File: config.mk
export PLATFORM = sky130hd
export DESIGN_NAME = radio_config_command_store
export DESIGN_NICKNAME = d
export VERILOG_FILES = /design/src/radio_cfg_pkg.sv /design/src/radio_config_command_store.sv
export SDC_FILE = /design/constraint.sdc
export NUM_CORES = 1
export LEC_CHECK = 0
export BUFFER_PORTS_ARGS = -buffer_cell sky130_fd_sc_hd__clkbuf_2
export CORE_AREA = 2 2 336 338
export CTS_BUF_LIST = sky130_fd_sc_hd__clkbuf_2
export CTS_CLUSTER_SIZE = 12
export DETAILED_ROUTE_END_ITERATION = 10
export DIE_AREA = 0 0 338 340
export RECOVER_POWER = 100
export SLEW_MARGIN = 5
export SYNTH_ARGS = -nofsm -noshare
export SYNTH_HDL_FRONTEND = slang
export SYNTH_SLANG_ARGS = --single-unit
File: constraint.sdc
create_clock -name aclk -period 6.85 [get_ports aclk]
set_clock_uncertainty 0.1 [all_clocks]
set_input_delay 0.3425 -clock aclk [delete_from_list [all_inputs] [get_ports aclk]]
set_output_delay 0.3425 -clock aclk [all_outputs]
set_load 0.02 [all_outputs]
File: src/radio_cfg_pkg.sv
/*
  Shared constants of the radio configuration store: register offsets,
  field positions, reset and factory values, and the accepted argument sets.
  Assumes a 32-bit AXI4-Lite register bus with one register per aligned word.
*/
`default_nettype none

package radio_cfg_pkg;

  // Register byte offsets
  localparam logic [7:0] OFS_CTRL = 8'h00;
  localparam logic [7:0] OFS_DIAGNOSTIC_PORT_RATE = 8'h04;
  localparam logic [7:0] OFS_HOP = 8'h08;
  localparam logic [7:0] OFS_POWER = 8'h0C;
  localparam logic [7:0] OFS_COMMAND = 8'h10;
  localparam logic [7:0] OFS_STATUS = 8'h14;
  localparam logic [7:0] OFS_DATA_PORT = 8'h18;
  localparam logic [7:0] OFS_CTS = 8'h1C;
  localparam logic [7:0] OFS_ALARM_MASK = 8'h20;
  localparam logic [7:0] OFS_MISC = 8'h24;
  localparam logic [7:0] OFS_EXT = 8'h28;
  localparam logic [7:0] OFS_ARQ = 8'h2C;
  localparam logic [7:0] OFS_MESSAGE = 8'h40;
  localparam logic [7:0] OFS_SITE = 8'h60;

  // Control register fields
  localparam int unsigned CTRL_DIAGNOSTIC_PORT_EN_BIT = 0;
  localparam int unsigned CTRL_ROOT_BIT = 1;
  localparam int unsigned CTRL_FEC_BIT = 2;
  localparam int unsigned CTRL_LED_BIT = 3;
  localparam int unsigned CTRL_MODE_LSB = 4;
  localparam int unsigned CTRL_PORT_BIT = 6;

  // Command register bits (write-only strobes)
  localparam int unsigned CMD_RESTORE_BIT = 0;
  localparam int unsigned CMD_KEY_BIT = 1;
  localparam int unsigned CMD_UNKEY_BIT = 2;
  localparam int unsigned CMD_DIAGNOSTIC_PORT_ON_BIT = 3;

  // Status register bits
  localparam int unsigned STAT_ERR_BIT = 0;
  localparam int unsigned STAT_KEYED_BIT = 1;
  localparam int unsigned STAT_TTL_BIT = 2;
  localparam int unsigned STAT_SYNC_BIT = 3;
  localparam int unsigned STAT_SETUP_BIT = 4;

  // Operating modes
  typedef enum logic [1:0] {MODE_REMOTE, MODE_MASTER, MODE_EXTENSION, MODE_BAD} op_mode_t;

  // Line rates in bits per second
  localparam logic [16:0] RATE_1200 = 17'h0_04B0;
  localparam logic [16:0] RATE_2400 = 17'h0_0960;
  localparam logic [16:0] RATE_4800 = 17'h0_12C0;
  localparam logic [16:0] RATE_9600 = 17'h0_2580;
  localparam logic [16:0] RATE_19200 = 17'h0_4B00;
  localparam logic [16:0] RATE_38400 = 17'h0_9600;
  localparam logic [16:0] RATE_57600 = 17'h0_E100;
  localparam logic [16:0] RATE_115200 = 17'h1_C200;

  // Reset and factory values of the main settings
  localparam logic [7:0] CTRL_RST = 8'h0D;
  localparam logic [16:0] DIAGNOSTIC_PORT_RATE_RST = RATE_19200;
  localparam logic [7:0] HOP_SHORT_MS = 8'h07;
  localparam logic [7:0] HOP_LONG_MS = 8'h1C;
  localparam logic [7:0] PWR_MIN_DBM = 8'h14;
  localparam logic [7:0] PWR_MAX_DBM = 8'h1E;
  localparam logic [7:0] PWR_RST_DBM = 8'h1E;

  // Payload port word: baud [16:0], eight bits 17, parity [19:18], two stop 20, cts key 21
  localparam int unsigned DP_EIGHT_BIT = 17;
  localparam int unsigned DP_PARITY_LSB = 18;
  localparam int unsigned DP_TWO_STOP_BIT = 20;
  localparam logic [31:0] DATA_PORT_RST = 32'h0002_2580;
  localparam logic [31:0] DATA_PORT_MASK = 32'h003F_FFFF;

  // Clear-to-send word: delay [7:0], hold time [31:16]
  localparam logic [31:0] CTS_RST = 32'h0000_0000;
  localparam logic [31:0] CTS_MASK = 32'hFFFF_00FF;
  localparam logic [15:0] CTS_HOLD_MAX = 16'hEA60;

  localparam logic [31:0] ALARM_MASK_RST = 32'hFFFF_FFFF;

  // Misc word: rx timeout [10:0] (all ones = none), sleep 12, skip zones [23:16], buffering 24
  localparam logic [31:0] MISC_RST = 32'h0000_07FF;
  localparam logic [31:0] MISC_MASK = 32'h01FF_17FF;
  localparam logic [31:0] MISC_MASTER_FIELDS = 32'h01FF_0000;
  localparam logic [10:0] RECEIVE_TIMEOUT_MINUTES_NONE = 11'h7FF;
  localparam logic [10:0] RECEIVE_TIMEOUT_MINUTES_MAX = 11'h5A0;

  // Extension word: extended address [15:0], sync source map [31:16]
  localparam logic [31:0] EXT_RST = 32'h0000_0000;

  // Link-layer counts: retry [3:0], repeat [11:8]
  localparam logic [31:0] ARQ_RST = 32'h0000_030A;
  localparam logic [31:0] ARQ_MASK = 32'h0000_0F0F;
  localparam logic [3:0] ARQ_MAX = 4'hA;

  localparam logic [1:0] RESP_OKAY = 2'b00;
  localparam logic [1:0] RESP_SLVERR = 2'b10;

endpackage

`default_nettype wire

File: src/radio_config_command_store.sv
/*
  Configuration store and command handler of the data radio, reached over AXI4-Lite.
  Holds the diagnostic link, node type, error correction, hop time, LED, mode,
  port, power, owner texts and the factory-restorable payload settings.
  Assumes the sync, setup and TTL-fit inputs are synchronous to aclk.
*/
// The address map and the AXI4-Lite register port were left to the implementer.
`timescale 1ns/1ps
`default_nettype none

module radio_config_command_store
  import radio_cfg_pkg::*;
#(
  parameter int unsigned TEXT_CHARS = 30
)
(
  input wire logic aclk,
  input wire logic aresetn,
  input wire logic [7:0] s_axi_awaddr,
  input wire logic s_axi_awvalid,
  output logic s_axi_awready,
  input wire logic [31:0] s_axi_wdata,
  input wire logic [3:0] s_axi_wstrb,
  input wire logic s_axi_wvalid,
  output logic s_axi_wready,
  output logic [1:0] s_axi_bresp,
  output logic s_axi_bvalid,
  input wire logic s_axi_bready,
  input wire logic [7:0] s_axi_araddr,
  input wire logic s_axi_arvalid,
  output logic s_axi_arready,
  output logic [31:0] s_axi_rdata,
  output logic [1:0] s_axi_rresp,
  output logic s_axi_rvalid,
  input wire logic s_axi_rready,
  input wire logic master_synced,
  input wire logic setup_mode,
  input wire logic ttl_only_fit,
  input wire logic [3:0] led_activity,
  output logic diagnostic_port_link_setting,
  output logic [16:0] diagnostic_port_rate,
  output logic diagnostic_port_node_type,
  output logic fec_enable,
  output logic [7:0] hop_interval,
  output logic [1:0] op_mode,
  output logic port_rs485,
  output logic [7:0] rf_output_level,
  output logic tx_keyed,
  output logic [3:0] led_drive,
  output logic [31:0] data_port_cfg,
  output logic [31:0] cts_cfg,
  output logic [31:0] alarm_output_mask,
  output logic [31:0] misc_cfg,
  output logic [31:0] extension_cfg,
  output logic [31:0] arq_cfg
);

  localparam int unsigned TEXT_WORDS = 8;

  // Text memory holds two strings of TEXT_WORDS words each
  initial
  begin
    if (TEXT_CHARS < 1 || TEXT_CHARS > 4 * TEXT_WORDS)
    begin
      $error("TEXT_CHARS must lie between 1 and 32");
    end
  end

  logic aw_full_q;
  logic [7:0] aw_addr_q;
  logic w_full_q;
  logic [31:0] w_data_q;
  logic [3:0] w_strb_q;
  logic bvalid_q;
  logic [1:0] bresp_q;
  logic arready_q;
  logic rvalid_q;
  logic [31:0] rdata_q;
  logic [1:0] rresp_q;
  logic [7:0] ctrl_q;
  logic [16:0] diagnostic_port_rate_q;
  logic [7:0] hop_q;
  logic [7:0] pwr_q;
  logic keyed_q;
  logic err_q;
  logic [3:0] led_q;
  logic [31:0] data_port_q;
  logic [31:0] cts_q;
  logic [31:0] alarm_output_mask_q;
  logic [31:0] misc_q;
  logic [31:0] ext_q;
  logic [31:0] arq_q;
  logic [31:0] text_q [2 * TEXT_WORDS];

  // Bus handshake decode: one write and one read in flight at most
  wire wr_go = aw_full_q & w_full_q & ~bvalid_q;
  wire rd_go = s_axi_arvalid & arready_q;
  wire [31:0] wd = w_data_q;
  wire [7:0] wa = {aw_addr_q[7:2], 2'b00};
  wire [7:0] ra = {s_axi_araddr[7:2], 2'b00};
  wire is_master = ctrl_q[CTRL_MODE_LSB +: 2] == MODE_MASTER;
  wire hop_readable = is_master | master_synced;
  wire wr_text = wa[7:6] == 2'b01;
  wire rd_text = ra[7:6] == 2'b01;
  wire [3:0] wr_text_idx = wa[5:2];
  wire [3:0] rd_text_idx = ra[5:2];

  // Argument checks; status, alarm mask, extension and text writes take none
  wire rate_ok = wd[16:0] == RATE_1200 || wd[16:0] == RATE_4800 || wd[16:0] == RATE_9600
    || wd[16:0] == RATE_19200 || wd[16:0] == RATE_38400 || wd[16:0] == RATE_57600
    || wd[16:0] == RATE_115200;
  wire data_rate_ok = rate_ok || wd[16:0] == RATE_2400;
  wire hop_ok = wd[7:0] == HOP_SHORT_MS || wd[7:0] == HOP_LONG_MS;
  wire pwr_ok = wd[7:0] >= PWR_MIN_DBM && wd[7:0] <= PWR_MAX_DBM;
  wire fec_change = wd[CTRL_FEC_BIT] != ctrl_q[CTRL_FEC_BIT];
  wire ctrl_ok = wd[CTRL_MODE_LSB +: 2] != MODE_BAD && (is_master || !fec_change);
  wire [2:0] fmt = {wd[DP_EIGHT_BIT], wd[DP_PARITY_LSB +: 2]};
  // Seven bits with no parity, and two stops with parity on eight bits, are unsupported
  wire fmt_ok = wd[DP_PARITY_LSB +: 2] != 2'b11 && fmt != 3'b000
    && !(wd[DP_EIGHT_BIT] && wd[DP_TWO_STOP_BIT] && wd[DP_PARITY_LSB +: 2] != 2'b00);
  wire cts_ok = wd[31:16] <= CTS_HOLD_MAX;
  wire misc_ok = (wd[10:0] <= RECEIVE_TIMEOUT_MINUTES_MAX || wd[10:0] == RECEIVE_TIMEOUT_MINUTES_NONE)
    && (is_master || (wd & MISC_MASTER_FIELDS) == (misc_q & MISC_MASTER_FIELDS));
  wire arq_ok = is_master && wd[3:0] <= ARQ_MAX && wd[11:8] <= ARQ_MAX;
  wire key_ok = !wd[CMD_KEY_BIT] || setup_mode;

  // Per-address acceptance; anything else answers SLVERR and changes only the error flag
  wire at_ctrl = wa == OFS_CTRL;
  wire at_rate = wa == OFS_DIAGNOSTIC_PORT_RATE;
  wire at_hop = wa == OFS_HOP;
  wire at_pwr = wa == OFS_POWER;
  wire at_cmd = wa == OFS_COMMAND;
  wire at_stat = wa == OFS_STATUS;
  wire at_dp = wa == OFS_DATA_PORT;
  wire at_cts = wa == OFS_CTS;
  wire at_alarm_output_mask = wa == OFS_ALARM_MASK;
  wire at_misc = wa == OFS_MISC;
  wire at_ext = wa == OFS_EXT;
  wire at_arq = wa == OFS_ARQ;
  wire wr_ok = (at_ctrl && ctrl_ok) || (at_rate && rate_ok) || (at_hop && hop_ok && is_master)
    || (at_pwr && pwr_ok) || (at_cmd && key_ok) || at_stat || (at_dp && data_rate_ok && fmt_ok)
    || (at_cts && cts_ok) || at_alarm_output_mask || (at_misc && misc_ok) || at_ext || (at_arq && arq_ok)
    || wr_text;
  wire wr_acc = wr_go & wr_ok;
  wire restore = wr_acc & at_cmd & wd[CMD_RESTORE_BIT];
  wire master_restore = restore & is_master;
  wire err_set = wr_go & ~wr_ok;
  wire err_clr = wr_acc & at_stat & wd[STAT_ERR_BIT];

  // Write address and data are taken independently and held until the response
  always_ff @(posedge aclk)
  begin
    if (!aresetn)
    begin
      aw_full_q <= 1'b0;
      aw_addr_q <= 8'h00;
      w_full_q <= 1'b0;
      w_data_q <= 32'h0000_0000;
      w_strb_q <= 4'h0;
    end
    else
    begin
      if (s_axi_awvalid && !aw_full_q)
      begin
        aw_full_q <= 1'b1;
        aw_addr_q <= s_axi_awaddr;
      end
      else if (wr_go)
      begin
        aw_full_q <= 1'b0;
      end
      if (s_axi_wvalid && !w_full_q)
      begin
        w_full_q <= 1'b1;
        w_data_q <= s_axi_wdata;
        w_strb_q <= s_axi_wstrb;
      end
      else if (wr_go)
      begin
        w_full_q <= 1'b0;
      end
    end
  end

  // Write response one cycle after both halves are held
  always_ff @(posedge aclk)
  begin
    if (!aresetn)
    begin
      bvalid_q <= 1'b0;
      bresp_q <= RESP_OKAY;
    end
    else if (wr_go)
    begin
      bvalid_q <= 1'b1;
      bresp_q <= wr_ok ? RESP_OKAY : RESP_SLVERR;
    end
    else if (s_axi_bready)
    begin
      bvalid_q <= 1'b0;
    end
  end

  // Read side: a hop or link-count read on an unsynchronized remote is refused
  wire [31:0] stat_word = {27'h000_0000, setup_mode, master_synced, ttl_only_fit, keyed_q, err_q};
  wire rd_hidden = (ra == OFS_HOP || ra == OFS_ARQ) && !hop_readable;
  // A TTL-only unit reports TTL through the status word; the port bit reads zero then
  wire [7:0] ctrl_view = ttl_only_fit ? (ctrl_q & ~(8'h01 << CTRL_PORT_BIT)) : ctrl_q;
  logic [31:0] rd_word;
  logic rd_map;
  always_comb
  begin
    rd_map = 1'b1;
    rd_word = 32'h0000_0000;
    case (ra)
      OFS_CTRL: rd_word = {24'h00_0000, ctrl_view};
      OFS_DIAGNOSTIC_PORT_RATE: rd_word = {15'h0000, diagnostic_port_rate_q};
      OFS_HOP: rd_word = {24'h00_0000, hop_q};
      OFS_POWER: rd_word = {24'h00_0000, pwr_q};
      OFS_COMMAND: rd_word = 32'h0000_0000;
      OFS_STATUS: rd_word = stat_word;
      OFS_DATA_PORT: rd_word = data_port_q;
      OFS_CTS: rd_word = cts_q;
      OFS_ALARM_MASK: rd_word = alarm_output_mask_q;
      OFS_MISC: rd_word = misc_q;
      OFS_EXT: rd_word = ext_q;
      OFS_ARQ: rd_word = arq_q;
      default:
      begin
        rd_map = rd_text;
        rd_word = rd_text ? text_q[rd_text_idx] : 32'h0000_0000;
      end
    endcase
  end

  always_ff @(posedge aclk)
  begin
    if (!aresetn)
    begin
      arready_q <= 1'b0;
      rvalid_q <= 1'b0;
      rdata_q <= 32'h0000_0000;
      rresp_q <= RESP_OKAY;
    end
    else
    begin
      arready_q <= !rvalid_q && !rd_go && !arready_q;
      if (rd_go)
      begin
        rvalid_q <= 1'b1;
        rdata_q <= (rd_map && !rd_hidden) ? rd_word : 32'h0000_0000;
        rresp_q <= (rd_map && !rd_hidden) ? RESP_OKAY : RESP_SLVERR;
      end
      else if (s_axi_rready)
      begin
        rvalid_q <= 1'b0;
      end
    end
  end

  // Main settings; restore has priority over an ordinary write
  always_ff @(posedge aclk)
  begin
    if (!aresetn)
    begin
      ctrl_q <= CTRL_RST;
      diagnostic_port_rate_q <= DIAGNOSTIC_PORT_RATE_RST;
      pwr_q <= PWR_RST_DBM;
    end
    else if (restore)
    begin
      // Mode is kept so that a master still restores its network-wide values
      ctrl_q <= (CTRL_RST & 8'h4F) | (ctrl_q & 8'h30);
      diagnostic_port_rate_q <= DIAGNOSTIC_PORT_RATE_RST;
      pwr_q <= PWR_RST_DBM;
    end
    else if (wr_acc)
    begin
      if (at_ctrl)
      begin
        ctrl_q <= wd[7:0] & 8'h7F;
      end
      if (at_cmd && wd[CMD_DIAGNOSTIC_PORT_ON_BIT])
      begin
        ctrl_q[CTRL_DIAGNOSTIC_PORT_EN_BIT] <= 1'b1;
      end
      if (at_rate)
      begin
        diagnostic_port_rate_q <= wd[16:0];
      end
      if (at_pwr)
      begin
        pwr_q <= wd[7:0];
      end
    end
  end

  // Payload and extension settings, restored on every radio
  always_ff @(posedge aclk)
  begin
    if (!aresetn || restore)
    begin
      data_port_q <= DATA_PORT_RST;
      cts_q <= CTS_RST;
      alarm_output_mask_q <= ALARM_MASK_RST;
      ext_q <= EXT_RST;
    end
    else if (wr_acc)
    begin
      data_port_q <= at_dp ? (wd & DATA_PORT_MASK) : data_port_q;
      cts_q <= at_cts ? (wd & CTS_MASK) : cts_q;
      alarm_output_mask_q <= at_alarm_output_mask ? wd : alarm_output_mask_q;
      ext_q <= at_ext ? wd : ext_q;
    end
  end

  // Network-wide settings; the master-only part reloads only on a master
  always_ff @(posedge aclk)
  begin
    if (!aresetn || master_restore)
    begin
      hop_q <= HOP_SHORT_MS;
      arq_q <= ARQ_RST;
      misc_q <= MISC_RST;
    end
    else if (restore)
    begin
      misc_q <= (misc_q & MISC_MASTER_FIELDS) | (MISC_RST & ~MISC_MASTER_FIELDS);
    end
    else if (wr_acc)
    begin
      hop_q <= at_hop ? wd[7:0] : hop_q;
      arq_q <= at_arq ? (wd & ARQ_MASK) : arq_q;
      misc_q <= at_misc ? (wd & MISC_MASK) : misc_q;
    end
  end

  // Transmitter key: drops on unkey, on leaving setup, or on restore
  always_ff @(posedge aclk)
  begin
    if (!aresetn)
    begin
      keyed_q <= 1'b0;
    end
    else if (!setup_mode || (wr_acc && at_cmd && (wd[CMD_UNKEY_BIT] || restore)))
    begin
      keyed_q <= 1'b0;
    end
    else if (wr_acc && at_cmd && wd[CMD_KEY_BIT])
    begin
      keyed_q <= 1'b1;
    end
  end

  // Sticky error flag: a new refusal wins over a clear in the same cycle
  always_ff @(posedge aclk)
  begin
    if (!aresetn)
    begin
      err_q <= 1'b0;
    end
    else
    begin
      err_q <= err_set | (err_q & ~err_clr);
    end
  end

  // LED outputs are gated by the enable bit
  always_ff @(posedge aclk)
  begin
    if (!aresetn)
    begin
      led_q <= 4'h0;
    end
    else
    begin
      led_q <= led_activity & {4{ctrl_q[CTRL_LED_BIT]}};
    end
  end

  // Owner text words; bytes past the character limit are never stored
  genvar gi;
  generate
    for (gi = 0; gi < 2 * TEXT_WORDS; gi = gi + 1)
    begin : g_text
      localparam int unsigned BASE = (gi % TEXT_WORDS) * 4;
      wire [3:0] lane_ok = {BASE + 3 < TEXT_CHARS, BASE + 2 < TEXT_CHARS,
        BASE + 1 < TEXT_CHARS, BASE < TEXT_CHARS};
      wire [3:0] lane_we = {4{wr_acc && wr_text && wr_text_idx == 4'(gi)}} & w_strb_q & lane_ok;
      always_ff @(posedge aclk)
      begin
        for (int b = 0; b < 4; b++)
        begin
          if (!aresetn)
          begin
            text_q[gi][8*b +: 8] <= 8'h00;
          end
          else if (lane_we[b])
          begin
            text_q[gi][8*b +: 8] <= wd[8*b +: 8];
          end
        end
      end
    end
  endgenerate

  assign s_axi_awready = ~aw_full_q;
  assign s_axi_wready = ~w_full_q;
  assign s_axi_bvalid = bvalid_q;
  assign s_axi_bresp = bresp_q;
  assign s_axi_arready = arready_q;
  assign s_axi_rvalid = rvalid_q;
  assign s_axi_rdata = rdata_q;
  assign s_axi_rresp = rresp_q;
  assign diagnostic_port_link_setting = ctrl_q[CTRL_DIAGNOSTIC_PORT_EN_BIT];
  assign diagnostic_port_rate = diagnostic_port_rate_q;
  assign diagnostic_port_node_type = ctrl_q[CTRL_ROOT_BIT];
  assign fec_enable = ctrl_q[CTRL_FEC_BIT];
  assign hop_interval = hop_q;
  assign op_mode = ctrl_q[CTRL_MODE_LSB +: 2];
  assign port_rs485 = ctrl_q[CTRL_PORT_BIT];
  assign rf_output_level = pwr_q;
  assign tx_keyed = keyed_q;
  assign led_drive = led_q;
  assign data_port_cfg = data_port_q;
  assign cts_cfg = cts_q;
  assign alarm_output_mask = alarm_output_mask_q;
  assign misc_cfg = misc_q;
  assign extension_cfg = ext_q;
  assign arq_cfg = arq_q;

  // Checks on the stored settings and the bus answers
  a_rate_legal: assert property (@(posedge aclk) disable iff (!aresetn)
    wr_go && at_rate && !rate_ok |=> $stable(diagnostic_port_rate_q) && bresp_q == RESP_SLVERR)
    else $error("illegal diagnostic rate was stored");
  a_hop_values: assert property (@(posedge aclk) disable iff (!aresetn)
    hop_q == HOP_SHORT_MS || hop_q == HOP_LONG_MS)
    else $error("hop time outside 7 or 28");
  a_hop_remote_wr: assert property (@(posedge aclk) disable iff (!aresetn)
    wr_go && at_hop && !is_master |=> $stable(hop_q) ##0 s_axi_bresp == RESP_SLVERR)
    else $error("remote accepted a hop time write");
  a_key_setup: assert property (@(posedge aclk) disable iff (!aresetn)
    tx_keyed |-> $past(setup_mode))
    else $error("transmitter keyed outside setup");
  a_unkey_drops: assert property (@(posedge aclk) disable iff (!aresetn)
    wr_acc && at_cmd && wd[CMD_UNKEY_BIT] |=> !tx_keyed [*2])
    else $error("unkey did not drop the transmitter");
  a_led_gate: assert property (@(posedge aclk) disable iff (!aresetn)
    !ctrl_q[CTRL_LED_BIT] |=> led_drive == 4'h0)
    else $error("LED driven while disabled");
  a_power_range: assert property (@(posedge aclk) disable iff (!aresetn)
    rf_output_level >= PWR_MIN_DBM && rf_output_level <= PWR_MAX_DBM)
    else $error("power outside 20 to 30 dBm");
  a_restore_load: assert property (@(posedge aclk) disable iff (!aresetn)
    restore |=> data_port_cfg == DATA_PORT_RST && alarm_output_mask == ALARM_MASK_RST
    && extension_cfg == EXT_RST && diagnostic_port_rate == DIAGNOSTIC_PORT_RATE_RST)
    else $error("restore did not load factory values");
  a_master_restore: assert property (@(posedge aclk) disable iff (!aresetn)
    master_restore |=> hop_interval == HOP_SHORT_MS && arq_cfg == ARQ_RST && fec_enable)
    else $error("master restore incomplete");
  a_err_sticky: assert property (@(posedge aclk) disable iff (!aresetn)
    err_set |=> err_q)
    else $error("refused write did not raise the error flag");

endmodule

`default_nettype wire

==> Yosys cells after proc, flatten, opt, wreduce, memory -nomap -nowiden <==
Memory sizes are Yosys's and may differ from the RTL's.
Index checks and enable logic that the tools add are counted.
W data, S select, Z words.
{ "op_classes": {"muxes": 257, "order_cmp": 6, "n_eq_ne": 55, "n_mul": 0, "n_addsub": 0, "n_reduce_logical": 115, "bitwise": 97, "n_shift": 0, "div_mod_pow": 0} }
{ "op_table": {"columns": ["cell", "count"], "rows": [
  ["$mux W8", 60],
  ["$pmux W32 S12", 1],
  ["$mux W1", 191],
  ["$mux W32", 2],
  ["$or A1 B1 Y1", 62],
  ["$and A4 B4 Y4", 15],
  ["$eq A6 B3 Y1 const B", 8],
  ["$eq A6 B4 Y1 const B", 8],
  ["$logic_and A1 B1 Y1", 47],
  ["$eq A17 B16 Y1 const B", 2],
  ["$eq A4 B4 Y1 const B", 8],
  ["$logic_or A1 B1 Y1", 29],
  ["$eq A6 B2 Y1 const B", 4],
  ["$reduce_and A2 Y1", 9],
  ["$eq A17 B11 Y1 const B", 1],
  ["$eq A17 B12 Y1 const B", 1],
  ["$eq A17 B13 Y1 const B", 1],
  ["$eq A17 B14 Y1 const B", 1],
  ["$eq A17 B15 Y1 const B", 1],
  ["$eq A17 B17 Y1 const B", 1],
  ["$eq A4 B3 Y1 const B", 4],
  ["$le A16 B16 Y1 const B", 1],
  ["$logic_not A8 Y1", 2],
  ["$eq A6 B1 Y1 const B", 2],
  ["other kinds (25)", 69]
]} }
{ "totals": {"memories": 1, "romBits": 0, "mem_bits_rw": 512, "output_inout_bits": 277, "latchBits": 0, "regBits": 270} }
{ "mem_list": {"columns": ["name", "depth", "width", "rd", "rd_ports_with_merged_regs", "wr", "line", "text"], "rows": [
  ["text_q", 16, 32, 1, 0, 16, "radio_config_command_store.sv:93", "logic [31:0] text_q [2 * TEXT_WORDS];"]
]} }

==> Logic depth before layout (Yosys ltp) <==
{ "logic_depth": {"ltp_word": 28, "ltp_mapped": 13} }

==> Worst setup path after synthesis <==
OpenSTA, ideal clock, no wires.
{ "synth_timing": {"path_kind": "flip-flop to flip-flop", "startpoint": "reg w_data_q[0]", "endpoint": "mem text_q[12][16], enable pin", "n_path_buf": 2, "period_less_slack_ns": 3.337, "required_ns": 6.366, "slack_ns": 3.513, "t_arrival_ns": 2.853, "stages_incl_launch_ff": 11, "path_cell_list": "dfxtp_1 > buf_2 > or4_1 > nor3_1 > o21bai_1 > o311ai_0 > nand4b_2 > a21oi_2 > nand3_1 > clkbuf_1 > o21ai_0"} }
{ "synth_lines": {"columns": ["item", "line", "text"], "rows": [
  ["start: declaration", "radio_config_command_store.sv:72", "logic [31:0] w_data_q;"],
  ["start signal: assignment", "radio_config_command_store.sv:175", "w_data_q <= s_axi_wdata;"],
  ["end: declaration", "radio_config_command_store.sv:93", null]
]} }

==> flow_metrics.env <==
export IMPL_status="finished, violations left"
export IMPL_violations="max-capacitance violations, max-slew violations"
export IMPL_hold_path_depth=5
export IMPL_ys_warn_count=0
export IMPL_gp_congestion=0.870
export IMPL_hpwl_um=78700
export IMPL_synth_area_um2=33200
export IMPL_start_util_pct=29.8
export IMPL_vias_per_cell=5.20
export IMPL_grt_max_degree=92
export IMPL_p_sw_mw=2.41
export IMPL_dp_slack_ps=1480
export IMPL_io_buffers=283
export IMPL_vias=26500
export IMPL_p_sw_share_pct=27.4
export IMPL_fin_cells=5101
export IMPL_period_needed_ps=5940
export IMPL_power_leakage_nw=13.8
export IMPL_first_global_vias=25900
export IMPL_die_h_um=340
export IMPL_hp_class="primary input to register"
export IMPL_setup_violations_final=0
export IMPL_drv_slew=599
export IMPL_layout_nets=3523
export IMPL_cp_max_fo=26
export IMPL_min_period_over_period_pct=86.7
export IMPL_synth_avg_cell_area_um2=11.2
export IMPL_dieWidth_um=338
export IMPL_drtIter0Drc=2892
export IMPL_crit_path_top_delay_cell="a2111oi_0"
export IMPL_relSlewSlack_pct=-85.8
export IMPL_io_pins=343
export IMPL_cp_num_buf_inv=2
export IMPL_p_comb_share_pct=8.9
export IMPL_critPathKind="register to register"
export IMPL_cp_arrival_ps=6810
export IMPL_first_pass_iters=6
export IMPL_worstSetupStartpointType="register"
export IMPL_placed_area_um2=36200
export IMPL_synth_ff_type="edfxtp_1"
export IMPL_clock_power_share_pct=34.4
export IMPL_p_int_mw=6.37
export IMPL_p_seq_share_pct=56.7
export IMPL_cp_top_family="compound AO/OA/AOI/OAI gates"
export IMPL_area_delta_synth_final_pct=17.6
export IMPL_grt_total_usage_pct=20.0
export IMPL_drt_wl_total_um=118000
export IMPL_async_flop_share_pct=0
export IMPL_drive_gt1_share_pct=15.5
export IMPL_power_density_nw_per_um2=225
export IMPL_clkSinkCount=746
export IMPL_antenna_left=0
export IMPL_hold_violations=0
export IMPL_rsz0062_at_grt="no"
export IMPL_post_cts_resized=0
export IMPL_holdWs_ps=202
export IMPL_tns_ps=0
export IMPL_finish_instance_area_um2=39100
export IMPL_cp_required_ps=7720
export IMPL_cap_violations=21
export IMPL_drc_errors=0
export IMPL_row_count=123
export IMPL_reg2regPathDepth=10
export IMPL_fin_util_pct=35.0
export IMPL_grt_pass1_wl_um=170000
export IMPL_h_tree_depth=4
export IMPL_ys_ff_latch=746
export IMPL_critPathMostFrequentCell="clkbuf_1"
export IMPL_clk_pin_slew_ps=110
export IMPL_ir_drop_mv=0.115
export IMPL_timing_fmax_mhz=168
export IMPL_antenna_found_initial=4
export IMPL_end_kind="register"
export IMPL_cts_buffers=181
export IMPL_synth_cells=2957
export IMPL_dp_cells=4595
export IMPL_critPathMaxStageDelay_ps=790
export IMPL_worst_slack_ps=909
export IMPL_root_buffer="clkbuf_2"
export IMPL_core_area_um2=112000
export IMPL_finalPower_mw=8.77
export IMPL_ys_types=71
export IMPL_cts_buffer_depth=3
export IMPL_path_cells="nor2b_1 -> nand2_1 -> a2111oi_0 -> o221a_1 -> nor4_4 -> a21oi_2 -> nand3_1 -> clkbuf_1 -> o21ai_0 -> clkbuf_1"
export IMPL_tritoncts="done"
export IMPL_synth_edff_count=480
export IMPL_dieArea_um2=115000
export IMPL_worstSetupPathDepth=10
export IMPL_gr_total_overflow=0
export IMPL_ys_seq_area_share_pct=59.5
export IMPL_clk_latency_ps=1440
export IMPL_drt_wirelength_per_cell_um=23.0
export IMPL_tightest_slew_ps=2790
==> cell usage in the layout (no fill, tap or decap), types with 15 or more instances in the layout <==
cell,netlist,final
nor2_1,544,541
edfxtp_1,480,480
nand2_1,463,460
clkbuf_2,1,347
clkbuf_1,167,291
dfxtp_1,266,266
dlygate4sd3_1,0,179
mux4_2,132,132
o21ai_0,126,127
mux2i_1,119,119
a21oi_1,96,96
nand3_1,75,77
conb_1,1,55
a21boi_0,41,41
and3_1,36,36
nor2b_1,38,34
buf_4,61,32
a221oi_1,21,21
clkinv_1,0,21
and2_0,1,19
nand2b_1,15,15
==> sequential cells by signal, indices dropped and copies added, names as in the netlist, 6 cells and up <==
name and flops:
s_axi_rdata 32, misc_cfg 21, text_q 480, hop_interval 8, aw_addr_q 6, alarm_output_mask 32
rf_output_level 8, arq_cfg 8, w_data_q 32, diagnostic_port_rate 17, extension_cfg 32, cts_cfg 24
ctrl_q 7, data_port_cfg 22
==> layout make-up <==
class                           instances  area, µm²
Fill cell                           11300      72500
Sequential cell                       746      19700
Multi-Input combinational cell       1955      12300
Timing Repair Buffer                  565       3470
Tap cell                             1500       1880
Clock buffer                          288       1440
Clock inverter                         36        219
Inverter                                8       30.0
Antenna cell                            3       7.51
==> power groups by stage <==
stage	registers, mW	clock network, mW	logic [mW]
global route	4.99	3.31	0.818
detailed placement	5.07	0	0.699
finish	4.98	3.02	0.779
global placement	5.07	0	0.696
floorplan	5.03	0	0.469
CTS	4.97	3.07	0.782
==> logic make-up after synthesis <==
family | after synthesis | synth area share, %
other | 1 | 0.0113
and+or+nand+nor | 1259 | 16.0
xor gates and xnor gates | 10 | 0.264
buffers and inverters | 310 | 4.35
DFF | 746 | 59.5
AOI/OAI and AO/OA | 372 | 7.06
muxes | 259 | 12.8
==> synth_stat cells (7+ instances only) <==
| cell type | count | share of area [%] |
|---|---|---|
| a21boi_0 | 41 | 0.93 |
| a21oi_1 | 96 | 1.4 |
| a221oi_1 | 21 | 0.55 |
| a222oi_1 | 14 | 0.42 |
| a22o_1 | 7 | 0.18 |
| a22oi_1 | 11 | 0.25 |
| a32oi_1 | 8 | 0.21 |
| and2_1 | 30 | 0.57 |
| and3_1 | 36 | 0.68 |
| buf_1 | 32 | 0.36 |
| buf_2 | 41 | 0.62 |
| buf_4 | 61 | 1.4 |
| clkbuf_1 | 167 | 1.9 |
| dfxtp_1 | 266 | 16 |
| edfxtp_1 | 480 | 43 |
| inv_1 | 8 | 0.090 |
| mux2_2 | 8 | 0.27 |
| mux2i_1 | 119 | 3.6 |
| mux4_2 | 132 | 9.0 |
| nand2_1 | 463 | 5.2 |
| nand2b_1 | 15 | 0.28 |
| nand3_1 | 75 | 1.1 |
| nand4_1 | 7 | 0.13 |
| nor2_1 | 544 | 6.2 |
| nor2b_1 | 38 | 0.72 |
| nor3_1 | 12 | 0.18 |
| nor4bb_1 | 7 | 0.21 |
| o21ai_0 | 126 | 1.9 |
| or3_1 | 7 | 0.13 |
==> worst register-to-register path, stage by stage, from the launching register on <==
cell and delay, ps:
dfxtp_1 410, nor2b_1 650, nand2_1 220, a2111oi_0 790
o221a_1 460, nor4_4 130, a21oi_2 560, nand3_1 560
clkbuf_1 750, o21ai_0 420, clkbuf_1 430
==> what timing repair did <==
| item | 4_1_cts | 5_1_grt |
|---|---|---|
| endpoints found under the setup margin | 0 | 0 |
| setup buffers | 0 | 0 |
| hold buffers | 179 | 0 |
| endpoints found under the hold margin | 658 | 0 |
==> final timing paths <==
check                                        end  slack, ps                           start
setup / recovery     text_q[4][28]$_SDFFCE_PN0P_        910       aw_addr_q[4]$_SDFFE_PN0P_
hold / removal      s_axi_rdata[23]$_SDFFE_PN0P_        200                 s_axi_araddr[5]
hold reg to reg   extension_cfg[21]$_SDFFE_PP0P_        380  extension_cfg[21]$_SDFFE_PP0P_
setup reg to reg     text_q[4][28]$_SDFFCE_PN0P_        910       aw_addr_q[4]$_SDFFE_PN0P_
==> metal layers <==
layer / part of all wire (%) / track usage, %
met5: 0.011 / 0
met4: 3.6 / 8.31
met3: 10 / 4.69
met2: 47 / 31.9
met1: 39 / 26.0
(Power assumes the default switching activity.)
